**src/logic/ain_scaling_pkg.sv**
```systemverilog
// Shared constants for the analog input scaling and routing block.
package ain_scaling_pkg;
  // Register byte offsets on the APB bus.
  localparam logic [7:0] OFF_RANGE    = 8'h00;
  localparam logic [7:0] OFF_FUNCTION = 8'h04;
  localparam logic [7:0] OFF_GAIN     = 8'h08;
  localparam logic [7:0] OFF_BIAS     = 8'h0C;
  localparam logic [7:0] OFF_FILTER   = 8'h10;
  localparam logic [7:0] OFF_VALUE    = 8'h14;
  // Reset values; percentages are signed tenths of a percent.
  localparam logic [15:0] RST_RANGE    = 16'h0002;
  localparam logic [15:0] RST_FUNCTION = 16'h0000;
  localparam logic [15:0] RST_GAIN     = 16'h03E8;
  localparam logic [15:0] RST_BIAS     = 16'h0000;
  localparam logic [15:0] RST_FILTER   = 16'h0005;
  // Legal setting limits in tenths of a percent and hundredths of a second.
  localparam logic signed [15:0] PCT_MIN    = -16'sd9990;
  localparam logic signed [15:0] PCT_MAX    = 16'sd9999;
  localparam logic signed [15:0] PCT_FULL   = 16'sd1000;
  localparam logic [15:0]        FILTER_MAX = 16'h00C8;
  localparam logic [15:0]        FUNC_MAX   = 16'h0013;
  // Input range codes.
  typedef enum logic [1:0] {
    RANGE_0_20MA = 2'b00,
    RANGE_4_20MA = 2'b01,
    RANGE_0_10V  = 2'b10,
    RANGE_0_5V   = 2'b11
  } range_t;
  // Function codes that carry a meaning.
  localparam logic [4:0] FN_MAIN_FREQ = 5'd0;
  localparam logic [4:0] FN_LOWER_LIM = 5'd2;
  localparam logic [4:0] FN_AUX_FREQ  = 5'd3;
  localparam logic [4:0] FN_VOLT_BIAS = 5'd4;
  localparam logic [4:0] FN_RAMP_GAIN = 5'd5;
  localparam logic [4:0] FN_BRAKE_CUR = 5'd6;
  localparam logic [4:0] FN_STALL_LVL = 5'd7;
  localparam logic [4:0] FN_PID_FB    = 5'd8;
  localparam logic [4:0] FN_PID_TGT   = 5'd9;
  localparam logic [4:0] FN_PID_DIFF  = 5'd10;
  localparam logic [4:0] FN_TORQUE    = 5'd11;
  localparam logic [4:0] FN_HOST_ONE  = 5'd18;
  localparam logic [4:0] FN_HOST_TWO  = 5'd19;
  // Frequency source code that selects the analog input.
  localparam logic [3:0] SRC_ANALOG = 4'h1;
  // Converter code for 4 mA on a 20 mA scale (20 percent of 4096).
  localparam logic [11:0] CODE_4MA = 12'h333;
  // Filter update period and the clock rate.
  localparam int CLK_HZ        = 25_000_000;
  localparam int SAMPLE_US     = 1000;
  localparam int SAMPLE_CYCLES = CLK_HZ / 1_000_000 * SAMPLE_US;
  // Filter time unit (10 ms) expressed in update periods.
  localparam logic [3:0] FILTER_TICKS_PER_UNIT = 4'd10;
endpackage : ain_scaling_pkg

```
**src/logic/ain_scaling_router.sv**
```systemverilog
// Analog input scaling, lag filter and function routing with APB registers.
//
// The implementer's own choices: the register offsets and the APB slave port.
`timescale 1ns/1ns
// Overview of operation
// RL1: Range codes 0-3, reset to 0-10 V.
// RL2: Voltage ranges clamp negative results to zero.
// RL3: Function code 0 to 19, reset 0.
// RL4: Gain gives percent at full-scale input.
// RL5: Bias gives percent at zero input.
// RL6: Gain, bias -999..999.9 percent; reset 100, 0.
// RL7: Frequency command saturates at 100 percent.
// RL8: 0-20 mA clamps negative; 4-20 mA reverses.
// RL9: Lag filter 0.00-2.00 s, reset 0.05 s.
// RL10: Function codes map to their drive functions.
// RL11: Main frequency only when source selects analog.
// RL12: Ramp gain only shortens programmed accel time.
// RL13: Braking current is min of input, programmed.
// RL14: Stall level is min of input, programmed.
// RL15: PID target overrides command when PID enabled.
// RL16: PID input is feedback minus differential value.
// RL17: Torque level at 100 percent equals rated.
// RL18: Codes 18, 19 make value host readable.
// RL19: Voltage bias scales 200/400 V, V/f only.
// RL20: Lower limit follows the scaled input.
// RL21: Scaled value is bias plus gain times fraction.
// RL22: Recursive filter, zero setting passes samples.
module ain_scaling_router #(
  parameter int SAMPLE_PERIOD = ain_scaling_pkg::SAMPLE_CYCLES
) (
  input  wire logic        pclk,
  input  wire logic        presetn,
  input  wire logic        psel,
  input  wire logic        penable,
  input  wire logic        pwrite,
  input  wire logic [7:0]  paddr,
  input  wire logic [31:0] pwdata,
  output logic      [31:0] prdata,
  output logic             pready,
  output logic             pslverr,
  input  wire logic [11:0] first_analog_input,
  input  wire logic [3:0]  primary_freq_source_select,
  input  wire logic [3:0]  alternate_freq_source_select,
  input  wire logic [2:0]  pid_enable_select,
  input  wire logic [2:0]  torque_detect_select_one,
  input  wire logic        vf_control_mode,
  input  wire logic        supply_400v,
  input  wire logic [15:0] programmed_braking_current,
  input  wire logic [15:0] run_stall_level,
  input  wire logic [15:0] first_accel_time,
  input  wire logic [15:0] pid_feedback_primary,
  output logic      [19:0] func_active,
  output logic      [15:0] func_value,
  output logic      [15:0] freq_command,
  output logic             freq_reverse,
  output logic      [15:0] lower_freq_limit,
  output logic      [15:0] volt_bias_decivolt,
  output logic      [15:0] accel_time_applied,
  output logic      [15:0] braking_current_applied,
  output logic      [15:0] stall_level_applied,
  output logic      [15:0] pid_input,
  output logic             pid_target_override
);
  import ain_scaling_pkg::*;

  // Software settings.
  logic [1:0]         input_range_select;     // Signal range code.
  logic [4:0]         input_function_select;  // Routing target code.
  logic signed [15:0] input_gain_percent;     // Tenths of a percent.
  logic signed [15:0] input_bias_percent;     // Tenths of a percent.
  logic [7:0]         input_filter_time;      // Hundredths of a second.
  // Filter state and update timing.
  logic signed [15:0] filtered;               // Filter output.
  logic [31:0]        tick_count;             // Update period counter.
  logic               tick;                   // One-cycle update strobe.

  // APB decode: writes complete in the access cycle that shows pready.
  wire        wr_en   = psel & penable & pwrite & pready;
  wire        setup   = psel & ~penable;
  wire [15:0] wdata16 = pwdata[15:0];
  // Word addresses that the block answers; others raise pslverr.
  wire        hit = (paddr == OFF_RANGE) || (paddr == OFF_FUNCTION) ||
                    (paddr == OFF_GAIN) || (paddr == OFF_BIAS) ||
                    (paddr == OFF_FILTER) || (paddr == OFF_VALUE);
  wire signed [15:0] wpct = wdata16;
  // Percent writes are held inside the legal setting span.
  wire signed [15:0] wpct_lim = (wpct < PCT_MIN) ? PCT_MIN :
                                (wpct > PCT_MAX) ? PCT_MAX : wpct; // [RL6]
  wire [15:0] wfilt_lim = (wdata16 > FILTER_MAX) ? FILTER_MAX
                                                 : wdata16; // [RL9]
  // Function codes above the span leave the old code in place.
  wire        wfunc_ok  = (wdata16 <= FUNC_MAX); // [RL3]

  // Read mux; the last word exposes the filtered value to the host.
  wire [15:0] rd16 =
    (paddr == OFF_RANGE)    ? {14'h0000, input_range_select} :
    (paddr == OFF_FUNCTION) ? {11'h000, input_function_select} :
    (paddr == OFF_GAIN)     ? input_gain_percent :
    (paddr == OFF_BIAS)     ? input_bias_percent :
    (paddr == OFF_FILTER)   ? {8'h00, input_filter_time} :
    (paddr == OFF_VALUE)    ? filtered : 16'h0000; // [RL18]

  // Bus handshake: one wait-free access phase after every setup cycle.
  always_ff @(posedge pclk or negedge presetn) begin
    if (!presetn) begin
      pready  <= 1'b0;
      pslverr <= 1'b0;
      prdata  <= 32'h0000_0000;
    end else begin
      pready  <= setup;
      pslverr <= setup & ~hit;
      prdata  <= setup ? {16'h0000, rd16} : 32'h0000_0000;
    end
  end

  // Setting registers; out-of-span function codes are ignored.
  always_ff @(posedge pclk or negedge presetn) begin
    if (!presetn) begin
      input_range_select    <= RST_RANGE[1:0]; // [RL1]
      input_function_select <= RST_FUNCTION[4:0]; // [RL3]
      input_gain_percent    <= RST_GAIN; // [RL6]
      input_bias_percent    <= RST_BIAS; // [RL6]
      input_filter_time     <= RST_FILTER[7:0]; // [RL9]
    end else if (wr_en) begin
      if (paddr == OFF_RANGE) begin
        input_range_select <= wdata16[1:0]; // [RL1]
      end
      if (paddr == OFF_FUNCTION && wfunc_ok) begin
        input_function_select <= wdata16[4:0]; // [RL3]
      end
      if (paddr == OFF_GAIN) begin
        input_gain_percent <= wpct_lim; // [RL4]
      end
      if (paddr == OFF_BIAS) begin
        input_bias_percent <= wpct_lim; // [RL5]
      end
      if (paddr == OFF_FILTER) begin
        input_filter_time <= wfilt_lim[7:0];
      end
    end
  end

  // Normalised input fraction, 4096 meaning full scale of the range.
  wire signed [14:0] raw_frac  = $signed({3'b000, first_analog_input});
  wire signed [14:0] live_zero = raw_frac - $signed({3'b000, CODE_4MA});
  // A 4-20 mA signal spans 80 percent of the converter, hence 5/4.
  wire signed [16:0] frac_420  = (17'(live_zero) * 17'sd5) >>> 2;
  wire signed [16:0] frac      =
    (input_range_select == RANGE_4_20MA) ? frac_420 : 17'(raw_frac);
  // Linear scaling: bias plus gain times fraction.
  wire signed [32:0] prod     = 33'(input_gain_percent) * 33'(frac);
  wire signed [20:0] scaled   = 21'(input_bias_percent) +
                                21'(prod >>> 12); // [RL21]
  // Only the 4-20 mA range keeps a negative value, for reversing.
  wire neg_ok = (input_range_select == RANGE_4_20MA); // [RL8]
  wire signed [20:0] floored  = (!neg_ok && scaled < 0) ? 21'sd0
                                                        : scaled; // [RL2]
  wire signed [15:0] sample   =
    (floored > 21'(PCT_MAX)) ? PCT_MAX :
    (floored < 21'(PCT_MIN)) ? PCT_MIN : floored[15:0];

  // Recursive lag step; the divisor is the time constant in updates.
  wire signed [16:0] step_diff = 17'(sample) - 17'(filtered);
  wire signed [12:0] divisor   =
    13'(input_filter_time) * $signed({9'd0, FILTER_TICKS_PER_UNIT});
  // Division truncates toward zero, so the step never overshoots the
  // sample; a small residue stays until the input moves again.
  wire signed [16:0] step      =
    (input_filter_time == 8'h00) ? 17'sd0 : step_diff / 17'(divisor);
  wire signed [15:0] next_filtered =
    (input_filter_time == 8'h00) ? sample
                                 : 16'(17'(filtered) + step); // [RL22]

  // Fixed-rate update strobe.
  always_ff @(posedge pclk or negedge presetn) begin
    if (!presetn) begin
      tick_count <= 32'h0000_0000;
      tick       <= 1'b0;
    end else begin
      tick       <= (tick_count == 32'(SAMPLE_PERIOD - 1));
      tick_count <= (tick_count == 32'(SAMPLE_PERIOD - 1)) ? 32'h0000_0000
                                                           : tick_count + 1;
    end
  end

  // The filter state advances once per update strobe.
  always_ff @(posedge pclk or negedge presetn) begin
    if (!presetn) begin
      filtered <= 16'sh0000;
    end else if (tick) begin
      filtered <= next_filtered; // [RL9]
    end
  end

  // Routing conditions for each function.
  wire [4:0] fn = input_function_select;
  wire analog_src = (primary_freq_source_select == SRC_ANALOG) ||
                    (alternate_freq_source_select == SRC_ANALOG); // [RL11]
  wire pid_on    = (pid_enable_select != 3'b000);
  wire torque_on = (torque_detect_select_one != 3'b000);
  logic [19:0] next_active;
  // One-hot active flags; reserved codes light nothing.
  always_comb begin
    next_active = 20'h0_0000;
    next_active[FN_MAIN_FREQ] = (fn == FN_MAIN_FREQ) & analog_src; // [RL11]
    next_active[FN_LOWER_LIM] = (fn == FN_LOWER_LIM); // [RL10]
    next_active[FN_AUX_FREQ]  = (fn == FN_AUX_FREQ); // [RL10]
    next_active[FN_VOLT_BIAS] = (fn == FN_VOLT_BIAS) & vf_control_mode;
    next_active[FN_RAMP_GAIN] = (fn == FN_RAMP_GAIN); // [RL10]
    next_active[FN_BRAKE_CUR] = (fn == FN_BRAKE_CUR); // [RL10]
    next_active[FN_STALL_LVL] = (fn == FN_STALL_LVL); // [RL10]
    next_active[FN_PID_FB]    = (fn == FN_PID_FB) & pid_on; // [RL10]
    next_active[FN_PID_TGT]   = (fn == FN_PID_TGT) & pid_on; // [RL15]
    next_active[FN_PID_DIFF]  = (fn == FN_PID_DIFF); // [RL16]
    next_active[FN_TORQUE]    = (fn == FN_TORQUE) & torque_on; // [RL17]
    next_active[FN_HOST_ONE]  = (fn == FN_HOST_ONE); // [RL18]
    next_active[FN_HOST_TWO]  = (fn == FN_HOST_TWO); // [RL18]
  end

  // Derived values for the routed functions.
  wire signed [15:0] pos_val  = (filtered < 0) ? 16'sh0000 : filtered;
  wire signed [15:0] mag_val  = (filtered < 0) ? -filtered : filtered;
  wire [15:0] freq_sat = (mag_val > PCT_FULL) ? PCT_FULL : mag_val; // [RL7]
  wire [15:0] gain_cap = (pos_val > PCT_FULL) ? PCT_FULL : pos_val; // [RL12]
  wire [31:0] ramp_mul = 32'(first_accel_time) * 32'(gain_cap);
  wire [15:0] ramp_val = 16'(ramp_mul / 32'(PCT_FULL));
  wire [15:0] brake_min = (pos_val < programmed_braking_current) ?
                          pos_val : programmed_braking_current; // [RL13]
  wire [15:0] stall_min = (pos_val < run_stall_level) ?
                          pos_val : run_stall_level; // [RL14]
  // Tenths of a percent of 200 V or 400 V, expressed in tenths of a volt.
  wire [15:0] vbias_val = supply_400v ? 16'(pos_val * 4)
                                      : 16'(pos_val * 2); // [RL19]

  // Registered outputs follow the filtered value and routing each cycle.
  always_ff @(posedge pclk or negedge presetn) begin
    if (!presetn) begin
      func_active             <= 20'h0_0000;
      func_value              <= 16'h0000;
      freq_command            <= 16'h0000;
      freq_reverse            <= 1'b0;
      lower_freq_limit        <= 16'h0000;
      volt_bias_decivolt      <= 16'h0000;
      accel_time_applied      <= 16'h0000;
      braking_current_applied <= 16'h0000;
      stall_level_applied     <= 16'h0000;
      pid_input               <= 16'h0000;
      pid_target_override     <= 1'b0;
    end else begin
      func_active  <= next_active;
      func_value   <= filtered; // [RL17]
      freq_command <= next_active[FN_MAIN_FREQ] ? freq_sat
                                                : 16'h0000; // [RL7]
      freq_reverse <= next_active[FN_MAIN_FREQ] &
                      (filtered < 0); // [RL8]
      lower_freq_limit <= next_active[FN_LOWER_LIM] ? pos_val
                                                    : 16'h0000; // [RL20]
      volt_bias_decivolt <= next_active[FN_VOLT_BIAS] ? vbias_val
                                                      : 16'h0000; // [RL19]
      accel_time_applied <= next_active[FN_RAMP_GAIN] ? ramp_val
                                            : first_accel_time; // [RL12]
      braking_current_applied <= next_active[FN_BRAKE_CUR] ? brake_min
                                    : programmed_braking_current; // [RL13]
      stall_level_applied <= next_active[FN_STALL_LVL] ? stall_min
                                             : run_stall_level; // [RL14]
      pid_input <= next_active[FN_PID_DIFF] ?
                   16'(pid_feedback_primary - filtered)
                   : pid_feedback_primary; // [RL16]
      pid_target_override <= next_active[FN_PID_TGT]; // [RL15]
    end
  end
endmodule : ain_scaling_router

```
**config.mk**
```make
export PLATFORM = sky130hd
export DESIGN_NAME = ain_scaling_router
export DESIGN_NICKNAME = d
export VERILOG_FILES = /design/src/logic/ain_scaling_pkg.sv /design/src/logic/ain_scaling_router.sv
export SDC_FILE = /design/constraint.sdc
export NUM_CORES = 2
export LEC_CHECK = 0
export ABC_CLOCK_PERIOD_IN_PS = 57900
export CAP_MARGIN = 20
export CORE_AREA = 2 2 360 362
export DETAILED_ROUTE_END_ITERATION = 16
export DIE_AREA = 0 0 362 364
export DONT_BUFFER_PORTS = 1
export GPL_TIMING_DRIVEN = 0
export HOLD_SLACK_MARGIN = 0.03
export SYNTH_ARGS = -nofsm -noshare
export SYNTH_HDL_FRONTEND = slang
export SYNTH_SLANG_ARGS = --single-unit
```
**constraint.sdc**
```tcl
create_clock -name pclk -period 57.9 [get_ports pclk]
set_input_delay 11.58 -clock pclk [delete_from_list [all_inputs] [get_ports pclk]]
set_output_delay 11.58 -clock pclk [all_outputs]
set_load 0.01 [all_outputs]
```
==> Word level (Yosys, flattened, before mapping) <==
Index checks and enable logic that the tools add are counted.
{ "word_totals": {"ff_bits": 257, "input_bits": 137, "out_inout_bits": 184, "elab_cells": 131} }
{ "op_classes": {"addsub": 7, "multipliers": 4, "div_mod_pow": 2, "magnitude_cmp": 12, "eq_ne": 21, "mux": 31, "bitwise": 13, "reduce_logical": 19} }
{ "op_table": {"columns": ["operator", "count"], "rows": [
  ["$mux W16", 27],
  ["$mul A16 B17 Y33", 1],
  ["$add A32 B1 Y32 const B", 1],
  ["$div A32 B10 Y32 const B", 1],
  ["$eq A32 B15 Y1 const B", 1],
  ["$gt A16 B11 Y1 const B", 2],
  ["$lt A16 B16 Y1", 2],
  ["$mul A16 B16 Y32", 1],
  ["$mux W32", 1],
  ["$add A16 B21 Y21", 1],
  ["$gt A21 B15 Y1 const B", 1],
  ["$lt A21 B1 Y1 const B", 1],
  ["$lt A21 B15 Y1 const B", 1],
  ["$mux W21", 1],
  ["$eq A5 B3 Y1 const B", 4],
  ["$eq A5 B4 Y1 const B", 4],
  ["$div A17 B13 Y17", 1],
  ["$mul A13 B4 Y17 const B", 1],
  ["$mux W17", 1],
  ["$sub A16 B16 Y17", 1],
  ["$add A16 B16 Y16", 1],
  ["$eq A8 B4 Y1 const B", 2],
  ["$eq A8 B5 Y1 const B", 2],
  ["$gt A16 B15 Y1 const B", 1],
  ["other kinds (23)", 49]
]} }

==> Logic depth before layout (Yosys ltp) <==
{ "logic_depth": {"word_depth": 16, "depth_mapped": 297, "mapped_depth_nobuf": 280} }

==> Worst setup path before layout <==
Ideal clock, no wire load.
{ "synth_timing": {"kind": "input to register", "start": "input port first_analog_input[0]", "end": "register filtered[15]", "setup_ns": 0.138, "t_arrival_ns": 65.841, "required_time_ns": 57.762, "slack_ns": -8.079, "stages": 288, "path_buffers": 18, "cell_sequence": "ha_1 or3_1 xor2_1 ha_1 inv_1 fa_1 nor2b_1 o21ai_0 nand2b_1 a21oi_1 o21bai_1 a21oi_1 o21bai_1 xnor2_1 o21ai_0 clkbuf_1 nand2_1 fa_1 [... 252 more ...] a21o_1 a21o_1 a21oi_1 o21bai_1 a21oi_1 o21bai_1 a21oi_1 o21bai_1 a21oi_1 o21bai_1 a21oi_1 o21bai_1 a21oi_1 xnor2_1 xnor2_1 nor2_1 o21ai_0 o21ai_0"} }
{ "synth_between": {"elab_chain_cells": 16, "elab_cells_between_ends": 17, "cone_classes": "4 x add/sub; 2 x mul; 1 x div; 3 x order compare; 6 x mux; 1 x reduce/logical"} }
{ "synth_lines": {"columns": ["item", "line", "text"], "rows": [
  ["start: declaration", "ain_scaling_router.sv:41", "input wire logic [11:0] first_analog_input,"],
  ["$sub A12 B10 Y13", "ain_scaling_router.sv:145", "wire signed [14:0] live_zero = raw_frac - $signed({3'b000, CODE_4MA});"],
  ["$mul A13 B4 Y17", "ain_scaling_router.sv:147", "wire signed [16:0] frac_420 = (17'(live_zero) * 17'sd5) >>> 2;"],
  ["$mux W17 *", "ain_scaling_router.sv:149", "(input_range_select == RANGE_4_20MA) ? frac_420 : 17'(raw_frac);"],
  ["$mul A16 B17 Y33 *", "ain_scaling_router.sv:151", "wire signed [32:0] prod = 33'(input_gain_percent) * 33'(frac);"],
  ["$add A16 B21 Y21 *", "ain_scaling_router.sv:152", "wire signed [20:0] scaled = 21'(input_bias_percent) +"],
  ["$lt A21 B1 Y1", "ain_scaling_router.sv:156", "wire signed [20:0] floored = (!neg_ok && scaled < 0) ? 21'sd0"],
  ["$logic_and A1 B1 Y1", "ain_scaling_router.sv:156", null],
  ["$mux W21 *", "ain_scaling_router.sv:156", null],
  ["$lt A21 B15 Y1", "ain_scaling_router.sv:160", "(floored < 21'(PCT_MIN)) ? PCT_MIN : floored[15:0];"],
  ["$mux W16", "ain_scaling_router.sv:160", null],
  ["$mux W16 *", "ain_scaling_router.sv:159", "(floored > 21'(PCT_MAX)) ? PCT_MAX :"],
  ["$sub A16 B16 Y17", "ain_scaling_router.sv:163", "wire signed [16:0] step_diff = 17'(sample) - 17'(filtered);"],
  ["$div A17 B13 Y17", "ain_scaling_router.sv:169", "(input_filter_time == 8'h00) ? 17'sd0 : step_diff / 17'(divisor);"],
  ["$mux W16", "ain_scaling_router.sv:169", null],
  ["$add A16 B16 Y16", "ain_scaling_router.sv:172", ": 16'(17'(filtered) + step);"],
  ["$mux W16 *", "ain_scaling_router.sv:171", "(input_filter_time == 8'h00) ? sample"],
  ["end signal: assignment", "ain_scaling_router.sv:191", "filtered <= next_filtered;"],
  ["end: declaration", "ain_scaling_router.sv:73", "logic signed [15:0] filtered;"]
]} }
Every way passes the cells marked *; elsewhere a longest branch is shown, timed or not.
A chain may end at the register's enable or synchronous reset.

==> Final worst setup path <==
Ends and elaborated chain as after synthesis.

==> results.sh <==
export IMPL_min_period_over_period_pct=110
export IMPL_dp_final_hpwl_um=118000
export IMPL_clk_latency_ns=0.60
export IMPL_fin_hold_ws_ns=0.433
export IMPL_cpPeakStageDelay_ns=0.55
export IMPL_die_h_um=364
export IMPL_maxSlewHeadroom_pct=3.24
export IMPL_ys_warnings_count=0
export IMPL_routed_wl_um=148000
export IMPL_cts_tree="yes"
export IMPL_hp_class="flip-flop to flip-flop"
export IMPL_ys_flop_type="dfrtp_1"
export IMPL_ys_seq_elements=254
export IMPL_clk_pin_slew_ns=0.08
export IMPL_drt_iter0_drc=2732
export IMPL_layout_setup_ws_ns=-5.61
export IMPL_grt_pass1_vias=40116
export IMPL_ys_async_sr_fraction_pct=100
export IMPL_crit_type="input pin to flip-flop"
export IMPL_pin_count=321
export IMPL_netlist_top_cells_area="fa_1 (20%), dfrtp_1 (14%), ha_1 (13%), inv_1 (5.1%), nand2_1 (4.9%)"
export IMPL_io_buffers=0
export IMPL_synth_top_cell_area_share_pct=20.0
export IMPL_wire_per_inst_um=19.8
export IMPL_clkSinkCount=254
export IMPL_via_per_inst=5.45
export IMPL_worstMarginPinSlew_ns=1.45
export IMPL_coreArea_um2=128000
export IMPL_track_usage_pct=22.2
export IMPL_path_buf_inv=28
export IMPL_vias=40770
export IMPL_cts_root_buf="clkbuf_16"
export IMPL_rsz0062_at_grt="true"
export IMPL_synth_edff_count=0
export IMPL_syn2layout_area_growth_pct=17.5
export IMPL_start_kind="input pin"
export IMPL_rows=132
export IMPL_grt_pass1_wl_um=230000
export IMPL_avgSynthCellArea_um2=8.36
export IMPL_finalClockSkew_ns=0.0450
export IMPL_cts_hold_fix_buffers=0
export IMPL_syn_inst=5311
export IMPL_cap_violations=0
export IMPL_cp_top_family="compound AO/OA/AOI/OAI gates"
export IMPL_antenna_found_initial=21
export IMPL_cp_max_fo=8
export IMPL_crit_top_cell="o21a_1"
export IMPL_start_util_pct=34.6
export IMPL_synth_cell_types=131
export IMPL_fin_crit_ns=63.51
export IMPL_synth_top_cell_by_area="fa_1"
export IMPL_die_w_um=362
export IMPL_worst_setup_path_end_kind="flip-flop"
export IMPL_fmax_mhz=15.7
export IMPL_drc=0
export IMPL_required_ns=58.35
export IMPL_ys_seq_area_share_pct=14.3
export IMPL_nets=6796
export IMPL_slew_violations=0
export IMPL_cts_made_buffers=34
export IMPL_firstDrtPassIters=8
export IMPL_clockBufferDepth=3
export IMPL_setup_viol_count_final=16
export IMPL_worstPathArrival_ns=63.96
export IMPL_grt_max_degree=255
export IMPL_violations="setup timing"
export IMPL_synth_area_um2=44400
export IMPL_cp_slowest_cell="fa_1"
export IMPL_cts_htree_levels=2
export IMPL_grt_overflow=0
export IMPL_place_congestion=0.947
export IMPL_hold_viol_final=0
export IMPL_layout_drive_gt1_share_pct=14.1
export IMPL_dieArea_um2=132000
export IMPL_outcome="finished, violations left"
export IMPL_ant_nets=0
[cells in the mapped netlist (15+ instances only)]
library cell,instances
inv_1,606
nand2_1,584
ha_1,449
fa_1,443
nor2_1,348
a21oi_1,261
dfrtp_1,245
o21ai_0,244
nor3_1,187
xnor2_1,172
and2_1,168
clkbuf_1,162
o21a_1,148
nand3_1,93
a21o_1,80
xor2_1,77
o31ai_1,69
nor2b_1,65
mux2_2,52
nand2b_1,51
mux2i_1,46
o211ai_1,43
nand4_1,42
a211oi_1,40
and3_1,40
nor4_1,38
a31oi_1,29
o21bai_1,29
buf_4,27
o21ai_1,27
or2_2,27
buf_2,25
or3_1,22
a211o_1,21
a22oi_1,20
a22o_1,15
[stage by stage]
| step | area (um^2) | setup WS [ns] | util [%] | instances | TNS (ns) |
|---|---|---|---|---|---|
| 2_1_floorplan | 45300 | -4.18 | - | 5417 | -49.63 |
| 3_3_place_gp | 47400 | -10.48 | 37.0 | 7092 | -147.15 |
| 3_5_place_dp | 47500 | -10.88 | 37.0 | 7102 | -153.93 |
| 4_1_cts | 51000 | -5.21 | 39.7 | 7383 | -65.79 |
| 5_1_grt | 52200 | -8.00 | 40.6 | 7469 | -109.37 |
| 6_report | 52200 | -5.61 | 40.7 | 7476 | -72.17 |
[worst reg2reg max path: cells and delay by family (launching register included)]
family	cells	cell delay (ns)
mux	9	2.63
simple gates	46	6.77
xor+xnor	6	1.02
flops	1	0.39
buf+inv	29	4.62
compound gates	166	29.64
fa+ha+maj	27	7.57
[routing by layer]
metal / wire (um) / vias up / global-route usage (%)
met3: 12100 / 280 / 5.30
met1: 62400 / 20078 / 28.4
met4: 5360 / 28 / 7.66
met2: 68200 / 1311 / 36.4
li1: - / 19073 / -
met5: 195 / - / 0
[kinds of logic after synthesis]
kind of cell / Yosys count / share of synthesized area (%)
AND/OR/NAND/NOR: 1738 / 18.9
flip-flops: 254 / 14.3
XOR/XNOR: 250 / 4.95
adder cells (fa/ha/maj): 897 / 32.7
AO/OA/AOI/OAI: 1226 / 19.0
multiplexers: 105 / 2.61
other: 2 / 0.0169
buffers and inverters: 839 / 7.43
[flip-flops by register name, indices dropped and copies added, names as in the netlist, 2 cells and up]
signal	flops
tick_count	32
accel_time_applied	16
braking_current_applied	16
filtered	16
freq_command	16
func_value	16
input_bias_percent	16
input_gain_percent	16
pid_input	16
prdata	16
stall_level_applied	16
lower_freq_limit	15
volt_bias_decivolt	15
func_active	13
input_filter_time	8
fn	5
input_range_select	2
[worst paths after layout]
kind	slack (ns)	end	from	cells past startpoint
hold / removal	0.43	func_value[2]	filtered[2]	0
hold reg to reg	0.43	func_value[2]	filtered[2]	0
max in group asynchronous	46.05	braking_current_applied[10]	presetn	0
setup / recovery	-5.61	filtered[15]	first_analog_input[0]	289
min in group asynchronous	10.67	accel_time_applied[0]	presetn	0
setup reg to reg	5.20	filtered[15]	input_range_select[0]	283
[cells in the final DEF, fill, tap and decap left out, drive strengths merged, types with 81 or more instances in the layout]
master,count
nor3,189
conb,108
o21a,148
o21ai,272
dfrtp,245
inv,609
fa,443
nand3,93
clkbuf,198
xnor2,173
nand2,585
buf,387
ha,449
a21o,81
a21oi,267
and2,169
nor2,349
[repair_timing]
| item | CTS | global route |
|---|---|---|
| gates resized for setup | 122 | 108 |
| pin swaps | 182 | 267 |
| setup buffers | 222 | 89 |
| hold endpoints to repair | 0 | 0 |
| setup endpoints to repair | 16 | 16 |
[cell type report]
| type | instances | area, um^2 |
|---|---|---|
| Antenna cell | 9 | 22.5 |
| Buffer | 229 | 1310 |
| Clock buffer | 41 | 927 |
| Clock inverter | 20 | 249 |
| Fill cell | 12856 | 76200 |
| Inverter | 609 | 2290 |
| Multi-Input combinational cell | 4324 | 36500 |
| Sequential cell | 254 | 6370 |
| Tap cell | 1675 | 2100 |
| Timing Repair Buffer | 315 | 2430 |
Power is left out: the tool's default activity adds up to more than one toggle a clock period on the data nets, which glitch-free logic cannot reach.
